===== src/hsibc_cfg.svh =====
// Purpose: offsets, field positions and reset values for the count write-back
// Assumes: word-aligned AXI4-Lite register map
// Notes:   definitions only
`ifndef HSIBC_CFG_SVH
`define HSIBC_CFG_SVH

// register word indices; byte address is four times the index
`define HSIBC_IDX_UFRAME   4'h0
`define HSIBC_IDX_SCHED    4'h1
`define HSIBC_IDX_DESC5    4'h2
`define HSIBC_IDX_DESC6    4'h3
`define HSIBC_IDX_DESC7    4'h4
`define HSIBC_IDX_STATUS   4'h5

// frame number field inside the byte of the microframe register, word index 0
`define HSIBC_FRAME_HI     7
`define HSIBC_FRAME_LO     3

`define HSIBC_UFRAME_RST   8'h00
`define HSIBC_SCHED_RST    8'h00
`define HSIBC_COUNT_RST    12'h000

`define HSIBC_RESP_OKAY    2'h0
`define HSIBC_RESP_SLVERR  2'h2

`endif


===== src/hsibc_pkg.sv =====
// Purpose: types shared by the count write-back block
// Assumes: hsibc_cfg.svh constants
// Notes:   state of each module is one packed struct
`default_nettype none
package hsibc_pkg;

   typedef enum logic [0:0] {
      HSIBC_IDLE,
      HSIBC_BUSY
   } hsibc_state_e;

   typedef logic [11:0] hsibc_count_t;

   typedef struct packed {
      hsibc_state_e st;
      logic [2:0]   cur_uf;
      logic [7:0]   mask;
      logic [7:0]   uf_field;
      logic         go;
      logic         aw_hold;
      logic [3:0]   aw_idx;
      logic         w_hold;
      logic [31:0]  wdata;
      logic [3:0]   wstrb;
      logic         bvalid;
      logic [1:0]   bresp;
      logic         rvalid;
      logic [31:0]  rdata;
      logic [1:0]   rresp;
   } hsibc_main_s;

   typedef struct packed {
      hsibc_count_t [7:0] cnt;
   } hsibc_store_s;

endpackage : hsibc_pkg
`default_nettype wire


===== src/hsibc_store_if.sv =====
// Purpose: carrier between the write-back control and the count store
// Assumes: one clock
// Notes:   descriptor words are packed by the store
`timescale 1ns/10ps
`default_nettype none
interface hsibc_store_if;
   logic        wr_en;
   logic [2:0]  wr_idx;
   logic [11:0] wr_cnt;
   logic [31:0] dw5_hi;
   logic [31:0] dw6_lo;
   logic [31:0] dw7_hi;

   modport ctl (output wr_en, output wr_idx, output wr_cnt,
                input dw5_hi, input dw6_lo, input dw7_hi);
   modport st  (input wr_en, input wr_idx, input wr_cnt,
                output dw5_hi, output dw6_lo, output dw7_hi);
endinterface : hsibc_store_if
`default_nettype wire


===== src/hsibc_store.sv =====
// Purpose: holds eight microframe counts and packs them into descriptor words
// Assumes: writes come only from the control module
// Notes:   unwritten counts keep their value
`timescale 1ns/10ps
`default_nettype none
`include "hsibc_cfg.svh"
module hsibc_store
   import hsibc_pkg::*;
(
   input  wire logic   aclk,
   input  wire logic   aresetn,
   hsibc_store_if.st   sif
);

   hsibc_store_s state_reg;
   hsibc_store_s state_next;

   always_comb begin
      state_next = state_reg;
      if (sif.wr_en) begin
         state_next.cnt[sif.wr_idx] = sif.wr_cnt;
      end
   end

   always_ff @(posedge aclk) begin
      if (!aresetn) begin
         state_reg <= '{cnt: {8{`HSIBC_COUNT_RST}}};
      end else begin
         state_reg <= state_next;
      end
   end

   ////////////////////////////////////////////////////////////////////////////
   // word 5 upper half
   assign sif.dw5_hi = {state_reg.cnt[2][7:0],
                        state_reg.cnt[1],
                        state_reg.cnt[0]};
   // word 6 lower half
   assign sif.dw6_lo = {state_reg.cnt[5][3:0],
                        state_reg.cnt[4],
                        state_reg.cnt[3],
                        state_reg.cnt[2][11:8]};
   // word 7 upper half
   assign sif.dw7_hi = {state_reg.cnt[7],
                        state_reg.cnt[6],
                        state_reg.cnt[5][11:4]};

endmodule : hsibc_store
`default_nettype wire


===== src/hsibc_writeback.sv =====
// Purpose: interrupt IN received-byte-count write-back with register access
// Assumes: transaction strobes come from logic on aclk
// Notes:   one microframe transaction in flight at a time
`timescale 1ns/10ps
`default_nettype none
`include "hsibc_cfg.svh"
module hsibc_writeback
   import hsibc_pkg::*;
#(
   parameter int ADDR_W  = 8,
   parameter int COUNT_W = 12,
   parameter int NUM_UF  = 8
)(
   input  wire logic              aclk,
   input  wire logic              aresetn,
   input  wire logic [ADDR_W-1:0] s_axi_awaddr,
   input  wire logic [2:0]        s_axi_awprot,
   input  wire logic              s_axi_awvalid,
   output logic                   s_axi_awready,
   input  wire logic [31:0]       s_axi_wdata,
   input  wire logic [3:0]        s_axi_wstrb,
   input  wire logic              s_axi_wvalid,
   output logic                   s_axi_wready,
   output logic [1:0]             s_axi_bresp,
   output logic                   s_axi_bvalid,
   input  wire logic              s_axi_bready,
   input  wire logic [ADDR_W-1:0] s_axi_araddr,
   input  wire logic [2:0]        s_axi_arprot,
   input  wire logic              s_axi_arvalid,
   output logic                   s_axi_arready,
   output logic [31:0]            s_axi_rdata,
   output logic [1:0]             s_axi_rresp,
   output logic                   s_axi_rvalid,
   input  wire logic              s_axi_rready,
   input  wire logic              uframe_start,
   input  wire logic [2:0]        uframe_num,
   input  wire logic [4:0]        bus_frame_num,
   input  wire logic              in_done,
   input  wire logic [11:0]       in_byte_count,
   output logic                   uframe_go,
   output logic                   xfer_busy,
   output logic [7:0]             uframe_schedule_mask
);

   if (COUNT_W != 12) begin : g_check_count
      $error("hsibc_writeback: count width must be 12");
   end
   if (NUM_UF != 8) begin : g_check_uf
      $error("hsibc_writeback: eight microframes per frame only");
   end
   if (ADDR_W < 6) begin : g_check_addr
      $error("hsibc_writeback: address needs bits 5 to 2");
   end

   hsibc_main_s   state_reg;
   hsibc_main_s   state_next;
   hsibc_store_if sif();

   hsibc_store u_store (
      .aclk    (aclk),
      .aresetn (aresetn),
      .sif     (sif)
   );

   logic       frame_ok;
   logic       sched_hit;
   logic [7:0] hw_clr;
   logic [7:0] sw_set;
   logic [3:0] ar_idx;
   logic       uf_accept;
   logic       uf_finish;
   logic       wr_fire;
   logic       rd_fire;

   ////////////////////////////////////////////////////////////////////////////
   // schedule check and frame match
   assign frame_ok  = state_reg.uf_field[`HSIBC_FRAME_HI:`HSIBC_FRAME_LO]
                      == bus_frame_num;
   assign sched_hit = state_reg.mask[uframe_num] && frame_ok;
   assign ar_idx    = s_axi_araddr[5:2];
   assign uf_accept = (state_reg.st == HSIBC_IDLE) && uframe_start
                      && sched_hit;
   assign uf_finish = (state_reg.st == HSIBC_BUSY) && in_done;
   assign wr_fire   = state_reg.aw_hold && state_reg.w_hold
                      && !state_reg.bvalid;
   assign rd_fire   = s_axi_arvalid && !state_reg.rvalid;

   ////////////////////////////////////////////////////////////////////////////
   // bus readies
   assign s_axi_awready = !state_reg.aw_hold;
   assign s_axi_wready  = !state_reg.w_hold;
   assign s_axi_arready = !state_reg.rvalid;

   ////////////////////////////////////////////////////////////////////////////
   // next state
   always_comb begin
      state_next = state_reg;
      hw_clr     = 8'h00;
      sw_set     = 8'h00;
      sif.wr_en  = 1'b0;
      sif.wr_idx = state_reg.cur_uf;
      sif.wr_cnt = in_byte_count;
      state_next.go = 1'b0;

      // transaction sequencing
      unique case (state_reg.st)
         HSIBC_IDLE: begin
            if (uf_accept) begin
               state_next.cur_uf = uframe_num;
               state_next.go     = 1'b1;
               state_next.st     = HSIBC_BUSY;
            end
         end
         HSIBC_BUSY: begin
            if (uf_finish) begin
               sif.wr_en = 1'b1;
               hw_clr[state_reg.cur_uf] = 1'b1;
               state_next.st = HSIBC_IDLE;
            end
         end
      endcase

      // write channel capture
      if (s_axi_awvalid && !state_reg.aw_hold) begin
         state_next.aw_hold = 1'b1;
         state_next.aw_idx  = s_axi_awaddr[5:2];
      end
      if (s_axi_wvalid && !state_reg.w_hold) begin
         state_next.w_hold = 1'b1;
         state_next.wdata  = s_axi_wdata;
         state_next.wstrb  = s_axi_wstrb;
      end
      if (state_reg.bvalid && s_axi_bready) begin
         state_next.bvalid = 1'b0;
      end

      // register write once address and data are both held
      if (wr_fire) begin
         state_next.aw_hold = 1'b0;
         state_next.w_hold  = 1'b0;
         state_next.bvalid  = 1'b1;
         state_next.bresp   = `HSIBC_RESP_OKAY;
         unique case (state_reg.aw_idx)
            `HSIBC_IDX_UFRAME: begin
               if (state_reg.wstrb[0]) begin
                  state_next.uf_field = state_reg.wdata[7:0];
               end
            end
            `HSIBC_IDX_SCHED: begin
               if (state_reg.wstrb[0]) begin
                  sw_set = state_reg.wdata[7:0];
               end
            end
            `HSIBC_IDX_DESC5, `HSIBC_IDX_DESC6,
            `HSIBC_IDX_DESC7, `HSIBC_IDX_STATUS: begin
               // read-only, write ignored
            end
            default: begin
               state_next.bresp = `HSIBC_RESP_SLVERR;
            end
         endcase
      end

      // set wins over the hardware clear
      state_next.mask = (state_reg.mask & ~hw_clr) | sw_set;

      // read channel
      if (state_reg.rvalid && s_axi_rready) begin
         state_next.rvalid = 1'b0;
      end
      if (rd_fire) begin
         state_next.rvalid = 1'b1;
         state_next.rresp  = `HSIBC_RESP_OKAY;
         unique case (ar_idx)
            `HSIBC_IDX_UFRAME: state_next.rdata = {24'h000000,
                                                   state_reg.uf_field};
            `HSIBC_IDX_SCHED:  state_next.rdata = {24'h000000,
                                                   state_reg.mask};
            `HSIBC_IDX_DESC5:  state_next.rdata = sif.dw5_hi;
            `HSIBC_IDX_DESC6:  state_next.rdata = sif.dw6_lo;
            `HSIBC_IDX_DESC7:  state_next.rdata = sif.dw7_hi;
            `HSIBC_IDX_STATUS: state_next.rdata = {28'h0000000,
                                 state_reg.cur_uf,
                                 state_reg.st == HSIBC_BUSY};
            default: begin
               state_next.rdata = 32'h00000000;
               state_next.rresp = `HSIBC_RESP_SLVERR;
            end
         endcase
      end
   end

   ////////////////////////////////////////////////////////////////////////////
   // state register
   always_ff @(posedge aclk) begin
      if (!aresetn) begin
         state_reg          <= '0;
         state_reg.st       <= HSIBC_IDLE;
         state_reg.mask     <= `HSIBC_SCHED_RST;
         state_reg.uf_field <= `HSIBC_UFRAME_RST;
      end else begin
         state_reg <= state_next;
      end
   end

   ////////////////////////////////////////////////////////////////////////////
   // outputs
   assign s_axi_bvalid         = state_reg.bvalid;
   assign s_axi_bresp          = state_reg.bresp;
   assign s_axi_rvalid         = state_reg.rvalid;
   assign s_axi_rdata          = state_reg.rdata;
   assign s_axi_rresp          = state_reg.rresp;
   assign uframe_go            = state_reg.go;
   assign xfer_busy            = state_reg.st == HSIBC_BUSY;
   assign uframe_schedule_mask = state_reg.mask;

endmodule : hsibc_writeback
`default_nettype wire


===== config.mk =====
export PLATFORM = sky130hd
export DESIGN_NAME = hsibc_writeback
export DESIGN_NICKNAME = d
export VERILOG_FILES = /design/src/hsibc_pkg.sv /design/src/hsibc_store_if.sv /design/src/hsibc_store.sv /design/src/hsibc_writeback.sv
export VERILOG_INCLUDE_DIRS = /design/src
export SDC_FILE = /design/constraint.sdc
export NUM_CORES = 1
export LEC_CHECK = 0
export ABC_AREA = 1
export BUFFER_PORTS_ARGS = -buffer_cell sky130_fd_sc_hd__buf_4
export CAP_MARGIN = 20
export CORE_ASPECT_RATIO = 0.75
export CORE_UTILIZATION = 24
export DETAILED_ROUTE_END_ITERATION = 10
export SLEW_MARGIN = 40
export SYNTH_ARGS = -nofsm -noshare
export SYNTH_HDL_FRONTEND = slang
export SYNTH_HIERARCHICAL = 1
export SYNTH_SLANG_ARGS = --single-unit
export TNS_END_PERCENT = 30

===== constraint.sdc =====
create_clock -name aclk -period 1.2 [get_ports aclk]
set_input_delay 0.18 -clock aclk [delete_from_list [all_inputs] [get_ports aclk]]
set_output_delay 0.18 -clock aclk [all_outputs]
set_load 0.005 [all_outputs]

==> Word-level counts from Yosys, hierarchy flattened <==
Index checks and enable logic that the tools add are counted.
{ "totals": {"register_bits": 170, "input_bits": 87, "out_inout_bits": 51, "elab_cells": 93} }
{ "classes": {"magnitude_cmp": 3, "eq_ne": 11, "mux": 25, "bitwise": 5, "n_reduce_logical": 26} }
{ "op_table": {"columns": ["operator", "count"], "rows": [
  ["$pmux W32 S6", 1],
  ["$bwmux W96", 1],
  ["$mux W8", 5],
  ["$demux W12 S3", 1],
  ["$mux W35", 1],
  ["$eq A4 B2 Y1 const B", 4],
  ["$eq A4 B3 Y1 const B", 4],
  ["$logic_and A1 B1 Y1", 12],
  ["$mux W12", 1],
  ["$reduce_or A6 Y1", 2],
  ["$and A8 B8 Y8", 1],
  ["$eq A4 B1 Y1 const B", 2],
  ["$logic_not A4 Y1", 2],
  ["$lt A3 B4 Y1 const B", 2],
  ["$mux W1", 8],
  ["$not A8 Y8", 1],
  ["$or A8 B8 Y8", 1],
  ["$eq A5 B5 Y1", 1],
  ["$logic_not A1 Y1", 4],
  ["$mux W2", 2],
  ["$mux W4", 1],
  ["$reduce_bool A2 Y1", 2],
  ["$reduce_or A2 Y1", 2],
  ["$bmux W1 S3", 1],
  ["other kinds (7)", 8]
]} }

==> Longest topological paths before layout <==
Gate-level depths: netlist (run 1).
{ "depth": {"ltp_word": 9, "ltp_mapped": 10, "ltp_nobuf": 10} }

==> Hierarchy <==
The synthesis (run 1) kept the hierarchy.
{ "modules_own_cells": {"columns": ["module", "instances", "cells_each", "area_per_inst_um2", "seq_area_each_um2"], "rows": [
  ["hsibc_writeback", 1, 593, 3947.5, 1441.4],
  ["hsibc_store", 1, 551, 3829.9, 1921.8]
]} }

==> Worst setup path before layout (run 1) <==
OpenSTA, ideal clock, no wires.
{ "synth_timing": {"kind": "register -> register", "start": "register state_reg, in the netlist xfer_busy", "end": "register u_store.state_reg, in the netlist u_store/sif.dw6_lo[19]", "setup_time_ns": 0.113, "arrival_ns": 1.200, "required_ns": 1.087, "path_slack_ns": -0.112, "stages_incl_launch_ff": 10, "path_buffers": 2, "synth_period_minus_slack_ns": 1.312, "cell_sequence": "dfxtp_1 nand2_1 inv_1 inv_1 nor2_1 buf_4 buf_4 nand3_1 nand2_1 nor2_1"} }
{ "synth_between": {"elab_chain_cells": 3} }
{ "synth_rtl": {"columns": ["item", "line", "rtl"], "rows": [
  ["start: declaration", "hsibc_writeback.sv:55", "hsibc_main_s state_reg;"],
  ["start signal: assignment", "hsibc_writeback.sv:202", "state_reg <= state_next;"],
  ["$logic_and A1 B1 Y1", "hsibc_writeback.sv:83", "assign uf_finish = (state_reg.st == HSIBC_BUSY) && in_done;"],
  ["$mux W1", "hsibc_writeback.sv:115", "if (uf_finish) begin"],
  ["$mux W1 (*)", "hsibc_writeback.sv:106", "unique case (state_reg.st)"],
  ["named net sif.wr_en", "hsibc_store_if.sv:7", "logic wr_en;"],
  ["end signal: assignment", "hsibc_store.sv:27", "state_reg <= '{cnt: {8{`HSIBC_COUNT_RST}}};"],
  ["end signal: assignment", "hsibc_store.sv:29", "state_reg <= state_next;"],
  ["end: declaration", "hsibc_store.sv:15", "hsibc_store_s state_reg;"]
]} }
Mark *: on every way through the listed nets, which the timed path passes. The rest lies on a longest branch.
A chain may end at the register's enable or synchronous reset.

==> Final worst setup path (run 1) <==
{ "layout_timing": {"start": "register state_reg[74] (netlist name)", "end": "output s_axi_wready"} }
{ "layout_between": {"elab_chain_cells": 1} }
{ "layout_rtl": {"columns": ["item", "line", "rtl"], "rows": [
  ["$logic_not A1 Y1", "hsibc_writeback.sv:91", "assign s_axi_wready = !state_reg.w_hold;"],
  ["end: declaration", "hsibc_writeback.sv:23", "output logic s_axi_wready,"]
]} }
No other way between the ends.

==> out/qor.yml, run 1 <==
ys_types: 31
ys_warn_count: 6
final_common_cell: "nand2_1"
clkTransAtPathRegs_ns: 0.07
ant_nets: 0
violations: "setup timing"
postSynthCellCount: 1144
finalNetCount: 1375
die_y_um: 158
first_global_vias: 7313
vias: 7900
setup_slack_ns: -0.139
gp_congestion: 0.834
grt_setup_unrepaired: "yes"
path_class: "reg -> out"
fp.dieW_um: 210
status: "finished, violations left"
dieArea_um2: 33100
clock_skew_ns: 0.0105
cts_root_buf: "clkbuf_16"
slew_headroom_pct: 64.4
track_usage_pct: 15.2
io_pins: 138
max_cap_viol_count: 0
fmax_mhz: 747
post-route-min-period_ns: 1.34
floorplan.initialDensity_pct: 24.6
synthToLayoutAreaGrowth_pct: 42.7
grt_max_degree: 38
cts_tree: "done"
crit_arrival_ns: 1.16
portBuffers: 94
total_power_mw: 12.5
htree_num_levels: 4
clk_latency_ns: 0.44
worst_ep_required_time_ns: 1.02
ys.flop_type: "dfxtp_1"
hold_viol_final: 0
antenna_found_initial: 0
synth.avg_cell_area_um2: 6.80
drive_gt1_share_pct: 29.9
synth_edf_count: 0
wl_um: 26300
worst_slew_pin_slew_ns: 0.534
power.leakage_nw: 4.50
final_cell_mix: "nand2_1, nor2_1, dfxtp_1, buf_4, nand3_1"
ys_seq_area_share_pct: 43.2
drc: 0
critPathMaxFanout: 2
diodes: 0
tns_ns: -7.24
coreArea_um2: 31600
cellPowerDensity_nw_per_um2: 1130
core.rowCount: 56
cts_buffers: 17
crit_path_end_kind: "output port"
dr.pass1.iters: 6
period_share_pct: 112
min_path_type: "in -> reg"
vias_per_cell: 4.55
drv_slew: 0
finalSetupViolCount: 121
cts_buffer_depth: 2
pre_cts_ws_ns: -0.217
synth-seq-cells: 168
hpwl_um: 17100
drt_first_iter_violations: 708
ys_async_sr_fraction_pct: 0
clock-sinks: 168
vdd_drop_max_mv: 0.821
grt-ovfl-total: 0
syn_area_um2: 7780
grt_pass1_wl_um: 39200
cp-start-kind: "flop"
post_drt_wl_per_cell_um: 15.1
## stage by stage
step	hold WS, ns	cells	util (%)	area [µm²]
after floorplan	0.315	1145	-	7790
after global placement	0.408	1660	29.4	9300
after detailed placement	0.412	1660	29.4	9300
after CTS	0.00291	1711	32.3	10200
after global routing	0.0346	1736	35.1	11100
final	0.0286	1736	35.1	11100
## final timing paths
check                        from                     end  slack (ns)  depth (start not counted)
hold reg to reg   s_axi_rdata[15]         s_axi_rdata[15]        0.47                          2
setup / recovery    state_reg[74]            s_axi_wready       -0.14                          4
hold / removal      uframe_num[1]           sif.wr_idx[1]        0.03                          3
setup reg to reg        xfer_busy  u_store/sif.dw7_hi[27]       -0.13                          8
## cells in the mapped netlist, types with 2 or more instances
library cell / count / share of area, %
nand2_1: 279 / 13
nor2_1: 261 / 13
dfxtp_1: 168 / 43
nand3_1: 159 / 10
buf_4: 65 / 6.3
a21oi_1: 55 / 3.5
inv_1: 49 / 2.4
o21ai_0: 32 / 2.1
buf_2: 21 / 1.4
clkbuf_1: 12 / 0.58
nor2_2: 5 / 0.40
nor2_4: 5 / 0.72
buf_6: 4 / 0.58
inv_2: 4 / 0.19
buf_1: 3 / 0.14
o2111ai_1: 3 / 0.34
o221ai_1: 3 / 0.34
nand2_2: 2 / 0.16
nor3_4: 2 / 0.42
## report_power, final
| group | leakage [nW] | internal, mW | switching [mW] | total [mW] |
|---|---|---|---|---|
| sequential | 1.36 | 5.63 | 0.0528 | 5.69 |
| combinational | 2.85 | 0.508 | 0.678 | 1.19 |
| clock | 0.280 | 3.20 | 2.43 | 5.63 |
| total | 4.50 | 9.34 | 3.16 | 12.5 |
## routing by layer
| layer | vias up | wire length [µm] | track usage (%) |
|---|---|---|---|
| li1 | 3883 | - | - |
| met3 | 32 | 1910 | 3.19 |
| met4 | 0 | 349 | 4.17 |
| met2 | 260 | 11500 | 23.7 |
| met5 | - | 0 | 0 |
| met1 | 3725 | 12500 | 21.2 |
## cell families (layout without fill, tap and decap cells)
family                    after synthesis  after routing  share of synthesized area (%)
AOI/OAI and AO/OA                      98             98                           6.71
xor gates and xnor gates                1              1                          0.113
buffers and inverters                 160            316                           11.6
DFF                                   168            168                           43.2
other                                   1              2                         0.0482
and+or+nand+nor                       716            716                           38.3
## final cells by class
| type | instances | area [µm²] |
|---|---|---|
| well taps | 435 | 544 |
| flip-flops and latches | 168 | 3390 |
| inverters | 55 | 236 |
| multi-input cells | 817 | 4000 |
| repair buffers | 228 | 2330 |
| clock buffers | 20 | 457 |
| repair inverters | 1 | 7.51 |
| fillers | 3321 | 20500 |
| clock inverters | 12 | 139 |
## worst max-delay path, stage by stage (launching register included)
cell and delay (ns):
dfxtp_2 0.34, inv_2 0.05, buf_4 0.13, buf_6 0.11
buf_6 0.11
## timing repair
action,in CTS,in global routing
setup buffers,4,9
gates cloned,2,17
resized for setup,43,154
setup endpoints to repair,153,141
hold buffers,13,0
pin swaps,13,46
hold endpoints to repair,13,0
No activity file was read; power rests on OpenSTA's default activity.
==> inputs of run 2 (changes only) <==
- HOLD_SLACK_MARGIN: unset -> 0.05
==> run 2 against run 1 <==
Compared with the run above: the run still ends with setup timing left; clock skew decreased by 0.0021 ns; worst hold slack gained 0.042 ns; worst setup slack worse by 0.0032 ns; routed wire length increased by 0.47%; core utilization rose by 0.36 points; critical path type is now reg -> reg; largest power group unchanged; via count rose by 0.10%.
==> out/qor.yml, run 2 (synthesis results as in run 1) <==
cts_buffer_depth: 2  # unchanged
grt-ovfl-total: 0  # unchanged
drv_slew: 0  # unchanged
core.rowCount: 56  # unchanged
finalSetupViolCount: 121  # unchanged
grt_pass1_wl_um: 39400  # was 39200 µm
ant_nets: 0  # unchanged
diodes: 0  # unchanged
antenna_found_initial: 0  # unchanged
hold_viol_final: 0  # unchanged
post_drt_wl_per_cell_um: 15.2  # was 15.1 µm
grt_max_degree: 38  # unchanged
floorplan.initialDensity_pct: 24.6  # unchanged
portBuffers: 94  # unchanged
synthToLayoutAreaGrowth_pct: 44.2  # was 42.7%
path_class: "reg -> reg"  # was reg -> out
drt_first_iter_violations: 709  # was 708
violations: "setup timing"  # unchanged
setup_slack_ns: -0.142  # was -0.139 ns
clk_latency_ns: 0.43  # was 0.44 ns
dieArea_um2: 33100  # unchanged
max_cap_viol_count: 0  # unchanged
final_cell_mix: "nand2_1, nor2_1, dfxtp_1, buf_4, nand3_1"  # unchanged
holdWs_ns: 0.0705  # was 0.0286 ns
wl_um: 26400  # was 26300 µm
pre_cts_ws_ns: -0.217  # unchanged
status: "finished, violations left"  # unchanged
fmax_mhz: 745  # was 747 MHz
vdd_drop_max_mv: 0.825  # was 0.821 mV
track_usage_pct: 15.3  # was 15.2%
crit_arrival_ns: 1.67  # was 1.16 ns
power.leakage_nw: 4.53  # was 4.50 nW
cts_root_buf: "clkbuf_16"  # unchanged
min_path_type: "in -> reg"  # unchanged
total_power_mw: 12.5  # about the same
drive_gt1_share_pct: 30.0  # was 29.9%
crit_path_end_kind: "flop"  # was output port
dr.pass1.iters: 6  # unchanged
clock_skew_ns: 0.00849  # was 0.0105 ns
io_pins: 138  # unchanged
grt_setup_unrepaired: "yes"  # unchanged
fp.dieW_um: 210  # unchanged
worst_ep_required_time_ns: 1.53  # was 1.02 ns
hpwl_um: 17100  # unchanged
cts_tree: "done"  # unchanged
period_share_pct: 112  # about the same
gp_congestion: 0.834  # unchanged
fillCellCount: 3328  # was 3321
coreArea_um2: 31600  # unchanged
finalNetCount: 1382  # was 1375
critPathLaunch: "xfer_busy"  # was state_reg[74]
hp-start: "in_done"  # was uframe_num[1]
cp-start-kind: "flop"  # unchanged
vias_per_cell: 4.54  # was 4.55
first_global_vias: 7364  # was 7313
cts_buffers: 17  # unchanged
clock-sinks: 168  # unchanged
drc: 0  # unchanged
die_y_um: 158  # unchanged
vias: 7908  # was 7900
worst_slew_pin_slew_ns: 0.591  # was 0.534 ns
post-route-min-period_ns: 1.34  # about the same
critPathMaxFanout: 6  # was 2
design_area_um2: 11200  # was 11100 µm²
rr_startpoint: "xfer_busy"  # unchanged
slew_headroom_pct: 60.5  # was 64.4%
postPlaceCellArea_um2: 9300  # unchanged
clkTransAtPathRegs_ns: 0.07  # about the same
htree_num_levels: 4  # unchanged
cellPowerDensity_nw_per_um2: 1120  # was 1130 nW/µm²
final_common_cell: "nand2_1"  # unchanged
[run 2: cell types whose count changed in the layout (fill, tap and decap cells not counted), sizes merged]
cell         change
clkinv           -1
inv              +1
dlygate4sd3      +7
[run 2: final cells by class]
cell class                      instances  area (µm²)  area share, %
Timing Repair Buffer                  235        2430           21.7
Multi-Input combinational cell        817        4010           35.8
Clock buffer                           20         457           4.07
Timing Repair inverter                  1        7.51         0.0669
Tap cell                              435         544           4.85
Sequential cell                       168        3390           30.2
Clock inverter                         12         139           1.24
Inverter                               55         236           2.11
[run 2: repair_timing]
item | 4_1_cts | 5_1_grt
resized for setup | 43 | 158
gates cloned | 2 | 17
hold buffers | 20 | 0
pin swaps | 13 | 51
setup endpoints to repair | 153 | 137
hold endpoints to repair | 19 | 0
buffers inserted | 4 | 9
[run 2: critical path: stages, from the launching register on]
cell and delay (ns):
dfxtp_4 0.37, nand2_4 0.06, inv_6 0.09, nand2_8 0.08, nor2_4 0.27, clkbuf_16 0.22
nand2_1 0.05, nand2_1 0.05, nor2_1 0.03
[run 2: path summary, 6_finish.rpt]
kind / endpoint / slack, ns / cells past startpoint
worst max-delay path: u_store/sif.dw7_hi[27] / -0.14 / 8
worst min-delay path: xfer_busy / 0.07 / 4
worst max register to register: u_store/sif.dw7_hi[27] / -0.14 / 8
worst min register to register: s_axi_rdata[15] / 0.47 / 2
[run 2: through the flow]
stage / utilization, % / TNS (ns) / instances
2_1_floorplan: - / -0.138 / 1145
4_1_cts: 32.6 / -6.89 / 1718
5_1_grt: 35.5 / -15.30 / 1743
3_3_place_gp: 29.4 / -5.31 / 1660
6_report: 35.5 / -7.86 / 1743
3_5_place_dp: 29.4 / -8.55 / 1660
[run 2: report_power, final]
| group | switching [mW] | internal [mW] |
|---|---|---|
| Sequential | 0.0534 | 5.63 |
| Combinational | 0.685 | 0.525 |
| Clock | 2.42 | 3.20 |
| Total | 3.16 | 9.36 |
[run 2: routing by layer]
metal  up-vias  GRT usage (%)  part of all wire [%]
li1       3900              -                     -
met1      3713           21.2                    48
met2       267           23.7                    44
met3        28           3.21                   6.9
met4         0           4.62                   1.4
met5         -              0                     0
==> inputs of run 3 (changes only) <==
- CTS_BUF_LIST: unset -> sky130_fd_sc_hd__clkbuf_8
==> run 3 against run 2 <==
Compared with the run above: the run still ends with setup timing left; design area decreased by 2.1%; worst hold slack got worse by 0.047 ns; core utilization decreased by 0.74 points; cell count down 0.34%; first-iteration DRC count down 19%; routed wire length is 1.8% lower; via count down 1.2%; clock power is 25% lower; fmax increased by 1.1%; clock-buffer cell count shrank 1.
==> out/qor.yml, run 3 (synthesis results as in run 1) <==
status: "finished, violations left"  # unchanged
violations: "setup timing"  # unchanged
drt_first_iter_violations: 577  # was 709
final_cell_mix: "nand2_1, nor2_1, buf_4, dfxtp_1, nand3_1"  # was nand2_1, nor2_1, dfxtp_1, buf_4, nand3_1
cellPowerDensity_nw_per_um2: 1010  # was 1120 nW/µm²
hold_buffers: 21  # was 20
cts_root_buf: "clkbuf_8"  # was clkbuf_16
use_met1_pct: 21.2  # about the same
drive_gt1_share_pct: 30.6  # was 30.0%
finalNetCount: 1376  # was 1382
design_area_um2: 11000  # was 11200 µm²
diodes: 0  # unchanged
wl_um: 25900  # was 26400 µm
synthToLayoutAreaGrowth_pct: 41.2  # was 44.2%
cts_buffer_depth: 2  # unchanged
p_comb_share_pct: 10.8  # was 9.7%
fillCellCount: 3351  # was 3328
clk_latency_ns: 0.48  # was 0.43 ns
setup_slack_ns: -0.127  # was -0.142 ns
p_sw_mw: 3.01  # was 3.16 mW
final_common_cell: "nand2_1"  # unchanged
fp.dieW_um: 210  # unchanged
clock_skew_ns: 0.0171  # was 0.00849 ns
postPlaceCellArea_um2: 9300  # unchanged
critPathMaxFanout: 8  # was 6
coreArea_um2: 31600  # unchanged
hold_viol_final: 0  # unchanged
met3_usage_pct: 3.39  # was 3.21%
gp_congestion: 0.834  # unchanged
cp-start-kind: "flop"  # unchanged
vias: 7816  # was 7908
io_pins: 138  # unchanged
dp_cells: 1660  # unchanged
fmax_mhz: 753  # was 745 MHz
dr.pass1.iters: 5  # was 6
crit_arrival_ns: 1.69  # was 1.67 ns
vdd_drop_max_mv: 0.556  # was 0.825 mV
gr-max-usage-layer: "met2"  # unchanged
worst_slew_pin_slew_ns: 0.533  # was 0.591 ns
die_y_um: 158  # unchanged
drv_slew: 0  # unchanged
finalNonFillerCells: 1737  # was 1743
path_cells: "inv_2 > nor2_4 > nand2_4 > nor3_4 > buf_12 > nor2_1 > a21oi_2 > nor2_1"  # was nand2_4 > inv_6 > nand2_8 > nor2_4 > clkbuf_16 > nand2_1 > nand2_1 > nor2_1
core.rowCount: 56  # unchanged
vias_per_cell: 4.50  # was 4.54
grt_setup_unrepaired: "yes"  # unchanged
dieArea_um2: 33100  # unchanged
finalSetupViolCount: 92  # was 121
grt_max_degree: 38  # unchanged
min_path_type: "in -> reg"  # unchanged
clockPowerShare_pct: 38.2  # was 44.9%
cpMaxStageDelayCell: "dfxtp_2"  # was dfxtp_4
power.leakage_nw: 4.38  # was 4.53 nW
p_seq_share_pct: 51.0  # was 45.4%
p_sw_share_pct: 27.0  # was 25.3%
cp_common_cell: "nor2_1"  # was nand2_1
cts_buffers: 17  # unchanged
drc: 0  # unchanged
portBuffers: 94  # unchanged
critPathMaxStageDelay_ns: 0.35  # was 0.37 ns
track_usage_pct: 15.2  # was 15.3%
antenna_found_initial: 0  # unchanged
hpwl_um: 17100  # unchanged
post_drt_wl_per_cell_um: 14.9  # was 15.2 µm
first_global_vias: 7288  # was 7364
internal_power_mw: 8.12  # was 9.36 mW
period_share_pct: 111  # was 112%
tns_ns: -5.59  # was -7.86 ns
final_util_pct: 34.8  # was 35.5%
ant_nets: 0  # unchanged
grt-ovfl-total: 0  # unchanged
post-route-min-period_ns: 1.33  # was 1.34 ns
clkTransAtPathRegs_ns: 0.10  # was 0.07 ns
path_class: "reg -> reg"  # unchanged
max_cap_viol_count: 0  # unchanged
cts_tree: "done"  # unchanged
use_met2_pct: 23.6  # was 23.7%
grt_pass1_wl_um: 39200  # was 39400 µm
htree_num_levels: 4  # unchanged
worst_ep_required_time_ns: 1.56  # was 1.53 ns
pre_cts_ws_ns: -0.217  # unchanged
floorplan.initialDensity_pct: 24.6  # unchanged
clock-sinks: 168  # unchanged
slew_headroom_pct: 64.5  # was 60.5%
crit_path_end_kind: "flop"  # unchanged
-- run 3: cell count changes in the layout (fill, tap and decap cells not counted), sizes merged --
cell         change
clkbuf           -2
buf              -6
dlygate4sd3      +1
clkinv           +1
-- run 3: what timing repair did --
item	4_1_cts	5_1_grt
resized for setup	45	166
buffers inserted	6	6
hold endpoints to repair	21	1
pin swaps	13	51
endpoints found under the setup margin	158	151
gates cloned	2	15
-- run 3: cell type report --
| cell class | count | area (µm²) | share of cell area (%) |
|---|---|---|---|
| Clock inverter | 13 | 143 | 1.30 |
| Sequential cell | 168 | 3410 | 31.0 |
| Tap cell | 435 | 544 | 4.96 |
| Multi-Input combinational cell | 817 | 4030 | 36.7 |
| Timing Repair inverter | 1 | 7.51 | 0.0684 |
| Timing Repair Buffer | 229 | 2350 | 21.4 |
| Inverter | 55 | 236 | 2.15 |
| Clock buffer | 19 | 262 | 2.38 |
-- run 3: power groups by stage --
stage                     Combinational, mW  Clock [mW]  Sequential (mW)
after floorplan                       0.493           0             5.80
after global placement                 1.02           0             5.81
after detailed placement               1.03           0             5.81
after CTS                              1.14        4.32             5.69
after global routing                   1.30        4.59             5.69
final                                  1.20        4.25             5.68
-- run 3: through the flow --
step	hold WS [ns]	total power, mW
final	0.0235	11.1
after global routing	0.0177	11.6
after CTS	0.000403	11.1
after detailed placement	0.412	6.83
after global placement	0.408	6.82
after floorplan	0.315	6.29
-- run 3: layer usage --
metal	vias up	wire length, µm
li1	3885	-
met1	3660	12500
met2	244	11300
met3	27	1760
met4	0	348
met5	-	0
-- run 3: worst max-delay path: cells and delay by family (launching register included) --
kind | cells | cell delay (ns)
flip-flops | 1 | 0.35
AND/OR/NAND/NOR | 5 | 0.55
AO/OA/AOI/OAI | 1 | 0.09
buffers and inverters | 2 | 0.21
-- run 3: final timing paths --
| path | end | start | slack (ns) | depth (start not counted) |
|---|---|---|---|---|
| min | xfer_busy | in_done | 0.02 | 4 |
| max reg2reg | state_reg[86] | state_reg[74] | -0.13 | 8 |
| max | state_reg[86] | state_reg[74] | -0.13 | 8 |
| min reg2reg | s_axi_rdata[15] | s_axi_rdata[15] | 0.47 | 2 |
